## config.mk

```make
export PLATFORM = sky130hd
export DESIGN_NAME = apdc_top
export DESIGN_NICKNAME = d
export VERILOG_FILES = /design/src/shared/apdc_pkg.sv /design/src/logic/apdc_top.sv /design/src/logic/apdc_sync.sv
export SDC_FILE = /design/constraint.sdc
export NUM_CORES = 1
export LEC_CHECK = 0
export BUFFER_PORTS_ARGS = -buffer_cell sky130_fd_sc_hd__buf_2
export CAP_MARGIN = 20
export CORE_MARGIN = 2
export CORE_UTILIZATION = 50
export CTS_BUF_LIST = sky130_fd_sc_hd__clkbuf_8
export DETAILED_ROUTE_END_ITERATION = 7
export MAX_ROUTING_LAYER = met4
export PLACE_DENSITY_LB_ADDON = 0.3
export SLEW_MARGIN = 20
export SYNTH_ARGS = -nofsm -noshare
export SYNTH_HDL_FRONTEND = slang
export SYNTH_HIERARCHICAL = 1
export SYNTH_SLANG_ARGS = --single-unit
```

## constraint.sdc

```tcl
create_clock -name core_clk -period 2.44 [get_ports core_clk]
set_input_delay 0.244 -clock core_clk [delete_from_list [all_inputs] [get_ports core_clk]]
set_output_delay 0.244 -clock core_clk [all_outputs]
set_load 0.005 [all_outputs]
```

## src/shared/apdc_pkg.sv

```systemverilog
// constants shared by the automatic power-down control block
package apdc_pkg;

   // idle counter
   localparam int unsigned COUNT_WIDTH = 4;
   localparam logic [3:0] IDLE_LIMIT = 4'hF;
   localparam logic [3:0] COUNT_RESET = 4'h0;

   // power_mgmt_reg_a bit positions
   localparam int unsigned PMA_TURBO_OFF = 3;
   localparam int unsigned PMA_CLK_AND_BLOCK = 4;
   localparam int unsigned PMA_CLK_MCELL_BLOCK = 5;

   // power_mgmt_reg_b bit positions
   localparam int unsigned PMB_ADDR_LOW_BLOCK = 0;
   localparam int unsigned PMB_CTRL0_BLOCK = 2;
   localparam int unsigned PMB_STROBE_BLOCK = 5;
   localparam int unsigned PMB_DBE_BLOCK = 6;

   // layout of the synchronised pin vector
   localparam int unsigned PIN_WIDTH = 8;
   localparam int unsigned PIN_STROBE = 0;
   localparam int unsigned PIN_CLOCK = 1;
   localparam int unsigned PIN_SELECT_N = 2;
   localparam int unsigned PIN_RESET = 3;
   localparam int unsigned PIN_CTRL0 = 4;
   localparam int unsigned PIN_DBE = 7;
   localparam int unsigned CTRL_COUNT = 3;

   // bus widths
   localparam int unsigned ADDR_WIDTH = 8;
   localparam logic [7:0] BUS_RESET = 8'h00;
   localparam logic [2:0] CTRL_RESET = 3'h0;

endpackage

```

## src/logic/apdc_top.sv

```systemverilog
// automatic power-down control: idle counter, power-down mode and input blocking
`timescale 1ns/1ps

module apdc_top (
   input wire logic core_clk,
   input wire logic rst_n,
   input wire logic addressStrobeInput,
   input wire logic externalClockInput,
   input wire logic chipSelectInput_n,
   input wire logic resetPinInput,
   input wire logic [2:0] controlInput,
   input wire logic dataByteEnableInput,
   input wire logic [7:0] mcuAddrLow,
   input wire logic [7:0] mcuData,
   input wire logic autoPowerDownEnable,
   input wire logic strobePolarity,
   input wire logic portDPin1ClockSelect,
   input wire logic [7:0] powerMgmtRegA,
   input wire logic [7:0] powerMgmtRegB,
   output logic powerDownFlag,
   output logic [3:0] idleCount,
   output logic memorySelect,
   output logic memoryStandby,
   output logic ioBlockSelect,
   output logic [7:0] memAddrLow,
   output logic [7:0] memData,
   output logic [7:0] pldAddrLow,
   output logic [2:0] pldControl,
   output logic pldStrobe,
   output logic pldDataByteEnable,
   output logic pldAndClock,
   output logic macrocellClock,
   output logic pldTurboOff,
   output logic ioHoldLevels,
   output logic addrOutDefined,
   output logic dataPortEnable,
   output logic peripheralEnable
);

   ////////////////////////////////////////////////////////////////////////////
   // pin synchronisers

   logic [7:0] pinRaw;
   logic [7:0] pinSync;
   logic [7:0] addrSync;
   logic [7:0] dataSync;

   assign pinRaw = {dataByteEnableInput, controlInput, resetPinInput,
                    chipSelectInput_n, externalClockInput, addressStrobeInput};

   apdc_sync #(.WIDTH(apdc_pkg::PIN_WIDTH)) syncPins (
      .core_clk(core_clk),
      .rst_n(rst_n),
      .pinIn(pinRaw),
      .syncOut(pinSync)
   );

   apdc_sync #(.WIDTH(apdc_pkg::ADDR_WIDTH)) syncAddr (
      .core_clk(core_clk),
      .rst_n(rst_n),
      .pinIn(mcuAddrLow),
      .syncOut(addrSync)
   );

   apdc_sync #(.WIDTH(apdc_pkg::ADDR_WIDTH)) syncData (
      .core_clk(core_clk),
      .rst_n(rst_n),
      .pinIn(mcuData),
      .syncOut(dataSync)
   );

   ////////////////////////////////////////////////////////////////////////////
   // state

   typedef struct packed {
      logic strobePrev;
      logic clockPrev;
      logic [3:0] count;
      logic powerDown;
      logic memorySelect;
      logic memoryStandby;
      logic ioBlockSelect;
      logic [7:0] memAddrLow;
      logic [7:0] memData;
      logic [7:0] pldAddrLow;
      logic [2:0] pldControl;
      logic pldStrobe;
      logic pldDbe;
      logic pldAndClock;
      logic macrocellClock;
      logic turboOff;
      logic ioHold;
      logic addrOutDefined;
      logic dataPortEnable;
      logic peripheralEnable;
   } apdc_state_type;

   localparam apdc_state_type STATE_RESET = '{
      strobePrev: 1'b0,
      clockPrev: 1'b0,
      count: apdc_pkg::COUNT_RESET,
      powerDown: 1'b0,
      memorySelect: 1'b0,
      memoryStandby: 1'b1,
      ioBlockSelect: 1'b0,
      memAddrLow: apdc_pkg::BUS_RESET,
      memData: apdc_pkg::BUS_RESET,
      pldAddrLow: apdc_pkg::BUS_RESET,
      pldControl: apdc_pkg::CTRL_RESET,
      pldStrobe: 1'b0,
      pldDbe: 1'b0,
      pldAndClock: 1'b0,
      macrocellClock: 1'b0,
      turboOff: 1'b0,
      ioHold: 1'b0,
      addrOutDefined: 1'b1,
      dataPortEnable: 1'b1,
      peripheralEnable: 1'b1
   };

   apdc_state_type state;
   apdc_state_type next_state;

   logic strobeNow;
   logic clockNow;
   logic strobeToggle;
   logic clockRise;
   logic strobeIdle;
   logic wakeRequest;
   logic selectLow;
   logic pd;

   // clock pin only drives counter, AND array clock and macrocells when configured as clock
   assign strobeNow = pinSync[apdc_pkg::PIN_STROBE];
   assign clockNow = pinSync[apdc_pkg::PIN_CLOCK] & portDPin1ClockSelect;
   assign strobeToggle = strobeNow ^ state.strobePrev;
   assign clockRise = clockNow & ~state.clockPrev;
   assign selectLow = ~pinSync[apdc_pkg::PIN_SELECT_N];
   // idle means parked at the selected level with no edge this cycle
   assign strobeIdle = (strobeNow == strobePolarity) & ~strobeToggle;
   assign wakeRequest = selectLow | pinSync[apdc_pkg::PIN_RESET];

   ////////////////////////////////////////////////////////////////////////////
   // next-state logic

   always_comb begin
      next_state = state;
      next_state.strobePrev = strobeNow;
      next_state.clockPrev = clockNow;

      // idle counter and power-down flag
      if (!autoPowerDownEnable) begin
         next_state.count = apdc_pkg::COUNT_RESET;
         next_state.powerDown = 1'b0;
      end else if (strobeToggle || wakeRequest) begin
         // a waking event restarts a full idle period
         next_state.count = apdc_pkg::COUNT_RESET;
         next_state.powerDown = 1'b0;
      end else if (strobeIdle && clockRise && state.count != apdc_pkg::IDLE_LIMIT) begin
         // counter sees the pin clock masked by portDPin1ClockSelect, never the PLD-gated copy
         next_state.count = state.count + 4'h1;
         if (state.count == apdc_pkg::IDLE_LIMIT - 4'h1) begin
            next_state.powerDown = 1'b1;
         end
      end

      pd = next_state.powerDown;

      // memories: standby in power-down or when deselected
      next_state.memorySelect = selectLow & ~pd;
      next_state.memoryStandby = ~selectLow | pd;
      next_state.ioBlockSelect = selectLow;

      // bus blocked toward memories in power-down; zeros stop memory wake-ups
      next_state.memAddrLow = pd ? apdc_pkg::BUS_RESET : addrSync;
      next_state.memData = pd ? apdc_pkg::BUS_RESET : dataSync;

      // PLD AND array inputs: power-down blocks only the low address, register b blocks each
      next_state.pldAddrLow = (pd | powerMgmtRegB[apdc_pkg::PMB_ADDR_LOW_BLOCK])
                              ? apdc_pkg::BUS_RESET : addrSync;
      for (int i = 0; i < apdc_pkg::CTRL_COUNT; i++) begin
         next_state.pldControl[i] = pinSync[apdc_pkg::PIN_CTRL0 + i]
                                    & ~powerMgmtRegB[apdc_pkg::PMB_CTRL0_BLOCK + i];
      end
      next_state.pldStrobe = strobeNow
                             & ~powerMgmtRegB[apdc_pkg::PMB_STROBE_BLOCK];
      next_state.pldDbe = pinSync[apdc_pkg::PIN_DBE]
                          & ~powerMgmtRegB[apdc_pkg::PMB_DBE_BLOCK];

      // clock gating is software's job even in power-down, hence no pd term here
      next_state.pldAndClock = clockNow
                               & ~powerMgmtRegA[apdc_pkg::PMA_CLK_AND_BLOCK];
      next_state.macrocellClock = clockNow
                                  & ~powerMgmtRegA[apdc_pkg::PMA_CLK_MCELL_BLOCK];

      // PLD speed follows the turbo bit alone
      next_state.turboOff = powerMgmtRegA[apdc_pkg::PMA_TURBO_OFF];

      // port behaviour while powered down
      next_state.ioHold = pd;
      next_state.addrOutDefined = ~pd;
      next_state.dataPortEnable = ~pd;
      next_state.peripheralEnable = ~pd;
   end

   ////////////////////////////////////////////////////////////////////////////
   // state register

   always_ff @(posedge core_clk or negedge rst_n) begin
      if (!rst_n) begin
         state <= STATE_RESET;
      end else begin
         state <= next_state;
      end
   end

   ////////////////////////////////////////////////////////////////////////////
   // outputs, each a field of the state register

   assign powerDownFlag = state.powerDown;
   assign idleCount = state.count;
   assign memorySelect = state.memorySelect;
   assign memoryStandby = state.memoryStandby;
   assign ioBlockSelect = state.ioBlockSelect;
   assign memAddrLow = state.memAddrLow;
   assign memData = state.memData;
   assign pldAddrLow = state.pldAddrLow;
   assign pldControl = state.pldControl;
   assign pldStrobe = state.pldStrobe;
   assign pldDataByteEnable = state.pldDbe;
   assign pldAndClock = state.pldAndClock;
   assign macrocellClock = state.macrocellClock;
   assign pldTurboOff = state.turboOff;
   assign ioHoldLevels = state.ioHold;
   assign addrOutDefined = state.addrOutDefined;
   assign dataPortEnable = state.dataPortEnable;
   assign peripheralEnable = state.peripheralEnable;

endmodule

```

## src/logic/apdc_sync.sv

```systemverilog
// two flip-flop synchroniser for a vector of pin inputs
`timescale 1ns/1ps

module apdc_sync #(
   parameter int unsigned WIDTH = 8
) (
   input wire logic core_clk,
   input wire logic rst_n,
   input wire logic [WIDTH-1:0] pinIn,
   output logic [WIDTH-1:0] syncOut
);

   logic [WIDTH-1:0] stageOne;

   // first stage feeds only the second; each bit is a separate level
   always_ff @(posedge core_clk or negedge rst_n) begin
      if (!rst_n) begin
         stageOne <= '0;
         syncOut <= '0;
      end else begin
         stageOne <= pinIn;
         syncOut <= stageOne;
      end
   end

endmodule

```

; ---- Yosys cells after proc, flatten, opt, wreduce, memory -nomap -nowiden
; Index checks and enable logic that the tools add are counted.
[totals]
ff_bits = 91
word_cells = 64
inputBits = 45
out_inout_bits = 44
[classes]
n_addsub = 1
reduce_logical = 3
n_mux = 7
bitwise = 26
eq_ne = 4
[ops]
columns = cell, count
row1 = $mux W8, 3
row2 = $mux W5, 3
row3 = $and A1 B1 Y1, 11
row4 = $not A1 Y1, 11
row5 = $add A4 B1 Y4 const B, 1
row6 = $eq A4 B4 Y1 const B, 1
row7 = $ne A4 B4 Y1 const B, 1
row8 = $ne A3 B1 Y1 const B, 1
row9 = $or A1 B1 Y1, 3
row10 = $logic_and A1 B1 Y1, 2
row11 = $eq A1 B1 Y1, 1
row12 = $logic_or A1 B1 Y1, 1
row13 = $mux W1, 1
row14 = $xor A1 B1 Y1, 1

; ---- Longest topological paths before layout
[depth]
depth_word = 10
ltp_mapped = 7
depth_no_buf = 6

; ---- Modules after synthesis
; Netlist, hierarchy kept.
[modules_own_cells]
columns = module, area_each_um2, cells_each, seq_area_each_um2, instances
row1 = apdc_top, 1828.0, 147, 1078.5, 1
row2 = apdc_sync, 400.4, 16, 400.4, 3

; ---- Worst setup path after synthesis
; OpenSTA, ideal clock, no wires.
[synth_timing]
kind = register -> register
startpoint = register syncPins.syncOut[0]
endpoint = register state, in the netlist memAddrLow[6]
period_less_slack_ps = 1749
path_stages_with_launch = 6
t_arrival_ps = 1632
path_slack_ps = 691
setup_ps = 117
required_time_ps = 2323
n_path_buf = 1
cell_sequence = dfrtp_1 -> or3_4 -> a2111oi_4 -> o21bai_2 -> buf_6 -> and2_4
[synth_lines]
columns = element, line
row1 = from (decl), apdc_sync.sv:10  ; output logic [WIDTH-1:0] syncOut
row2 = from (signal assigned), apdc_sync.sv:22  ; syncOut <= stageOne;
row3 = to (signal assigned), apdc_top.sv:213  ; state <= next_state;
row4 = to (decl), apdc_top.sv:121  ; apdc_state_type state;

==> impl_results.md <==
- Setup Viol. Count Final: 0
- Final net count: 325
- Pin count of the biggest net entering global routing: 47
- Final Util: 0.6378
- Diode count: 0
- Setup TNS: 0 ns
- Commonest non-fill, non-tap cell in the layout: dfrtp_1
- #FFs+latches synth: 91
- Setup Skew: 0.005625 ns
- Mapped Cells: 195
- Gr usage total: 0.1398
- H-tree lvl count: 3
- Num CTS Buffers: 9
- Worst Path Arrival: 2.18 ns
- Core Rows: 28
- Worst setup path class: register to register
- # DRC: 0
- Minimum clock period after layout: 1.947 ns
- Routed Antenna Nets: 0
- Synthesized area: 3029 sq um
- Maximum root-to-sink buffer count: 2
- Core area: 5886 sq um
- Clk slew on worst S/H paths: 0.08 ns
- Power Density: 752.8 nW/um^2
- Maxcap violations: 0
- Peak supply drop: 0.5420 mV
- DR WL/cell: 11.69 microns
- Post-synthesis cell type count: 29
- R2R Path End: memAddrLow[0]$_DFF_PN0_
- Post-Synth XOR/XNOR Area: 0.005783
- Yosys top cell by area: dfrtp_1
- Setup bufs post-CTS: 0
- Finished Cell Area: 3754 sq um
- Layout cell share with drive strength beyond 1: 0.4078
- Fill cell count: 442
- Syn Nets: 242
- First-pass GRT wire length: 6451 microns
- Crit-path max FO: 18
- Leakage Power: 0.001827 uW
- Syn_area_per_cell: 15.53 sq um
- YS warnings: 6
- Die W: 81.84 microns
- Period utilization: 0.7981
- Slew at the pin with the worst max-slew slack: 0.6896 ns
- Cts hold-fix bufs: 23
- Largest family of logic cells by synthesized area: simple AND/OR/NAND/NOR gates
- Clock sink total: 91
- TritonCTS clock tree: built
- Die height: 81.84 microns
- Slew HR: 0.5400
- Area growth, synth to finish: 23.92%
- Grt ovf: 0
- GP Congestion: 0.6336
- Post-CTS Resized: 0
- Most frequent cells in the layout: 89 x dfrtp_1, 80 x buf_2, 25 x dlygate4sd3_1
- Number of DRC markers in iteration 0: 80
- Max Slew Vio Count: 0
- Clock Latency Late Sink: 0.34 ns
- Adder-Cell Fraction of Synth Area: 0.008261
- WHS: 0.02779 ns
- Routed WL: 4175 microns
- Initial antenna violation count: 0
- Post-DP Area: 3288 sq um
- Crit. Startpoint: idleCount[1]$_DFFE_PN0P_
- Nature of the critical path endpoint: register
- RSZ-0062 raised after global routing: no
- Starting Density: 0.5147
- PortBufs: 81
- Status: finished, final reports clean
- Via density: 4.356
- Synth top area cells: dfrtp_1 74%, buf_4 8.4%, nor2b_1 2.7%
- Share of the synthesized area in the top cell type: 0.7352
- Worst Setup Start Kind: register
- Die Footprint: 6697 sq um
- Setup crit end: memAddrLow[0]$_DFF_PN0_
- Register area share after synthesis: 0.7526
- # IOs: 89
- Mux contribution to synthesized area: 0
- Final hold violation count: 0
- TritonRoute pass-1 iters: 4
- Vias: 1555
- CP required: 2.67 ns
- Post-Synth Simple-Gate Area: 0.1045
- Clock Tree Root: clkbuf_8
- Max Freq: 513.5 MHz
- FF-to-FF setup slack: 0.49 ns
- Vias in the first global route: 1474
- Overall power: 2826 uW
- Hpwl dp: 2696 microns
- Reg2reg path depth: 5
- Compound-Gate Fraction of Synth Area: 0.03222
- Reg-to-Reg Start: idleCount[1]$_DFFE_PN0P_
- HP Class: primary input to register
## report_power, final
group / switching [uW] / internal, uW / total [uW] / leakage, uW
Sequential: 20.1 / 1580 / 1600 / 0.00109
Combinational: 73.4 / 95.7 / 169 / 0.000644
Clock: 485 / 572 / 1060 / 0.0000975
Total: 579 / 2250 / 2830 / 0.00183
## stage by stage
stage	cells	setup WS (ns)
detailed placement	317	0.4787
finish	357	0.4927
global route	357	0.3654
CTS	355	0.4570
floorplan	195	0.6910
global placement	317	0.4990
## area by class of cell
type / instances / area [sq um] / share of cell area
clock buffers: 9 / 123.9 / 0.03300
repair buffers: 108 / 685.7 / 0.1827
clock inverters: 6 / 91.34 / 0.02433
flip-flops and latches: 91 / 2280 / 0.6073
inverters: 6 / 22.52 / 0.006000
multi-input cells: 62 / 456.7 / 0.1217
well taps: 75 / 93.84 / 0.02500
## worst max-delay path, stage by stage (launching register included)
cell and delay [ns]:
dfrtp_1 0.43, ha_1 0.25, nand4b_1 0.26, a2111oi_4 0.37
o21bai_2 0.28, and2_1 0.25
## layer usage
metal	global-route usage	share of wire	vias to the layer above
met3	0.04615	0.058	9
li1	-	-	746
met1	0.1623	0.41	749
met2	0.2089	0.52	51
met5	-	0	-
met4	0.09000	0.018	0
## cells in the mapped netlist, drive strengths merged
library cell and count:
nand2 4, nor2 3, nand4b 2, a31oi 1
buf 35, dfstp 2, a21oi 1, nor3b 1
o211ai 2, o21bai 1, dfrtp 89, ha 2
nor2b 13, and3 1, a211oi 1, clkbuf 1
a2bb2oi 1, or3 1, a2111oi 1, and2 16
nand3 2, and3b 1, nor3 3, o21ba 1
or2 2, xnor2 2, inv 6
## registers in the layout, indices dropped and copies added (netlist names), 2 cells and up
register           flops
syncAddr/stageOne      8
pldAddrLow             8
memData                8
syncPins/stageOne      8
syncAddr/syncOut       8
state                  2
syncData/syncOut       8
pldControl             3
syncData/stageOne      8
idleCount              4
memAddrLow             8
syncPins/syncOut       8
## how the worst min path moves through the flow
| stage | from | end | slack [ns] | cells after the start |
|---|---|---|---|---|
| finish | addressStrobeInput | syncPins/stageOne[0]$_DFF_PN0_ | 0.03 | 1 |
| detailed placement | rst_n | idleCount[1]$_DFFE_PN0P_ | 0.28 | 1 |
| global route | addressStrobeInput | syncPins/stageOne[0]$_DFF_PN0_ | 0.006 | 1 |
| CTS | chipSelectInput_n | syncPins/stageOne[2]$_DFF_PN0_ | 0.0002 | 1 |
| global placement | rst_n | idleCount[0]$_DFFE_PN0P_ | 0.27 | 1 |
| floorplan | rst_n | idleCount[0]$_DFFE_PN0P_ | -0.05 | 0 |
## logic make-up (layout without fill, tap and decap cells)
group | after synthesis | in the layout
xor+xnor | 2 | 2
flops | 91 | 91
fa+ha+maj | 2 | 2
compound gates | 9 | 9
buf+inv | 42 | 129
simple gates | 49 | 49
(Power assumes the default switching activity.)
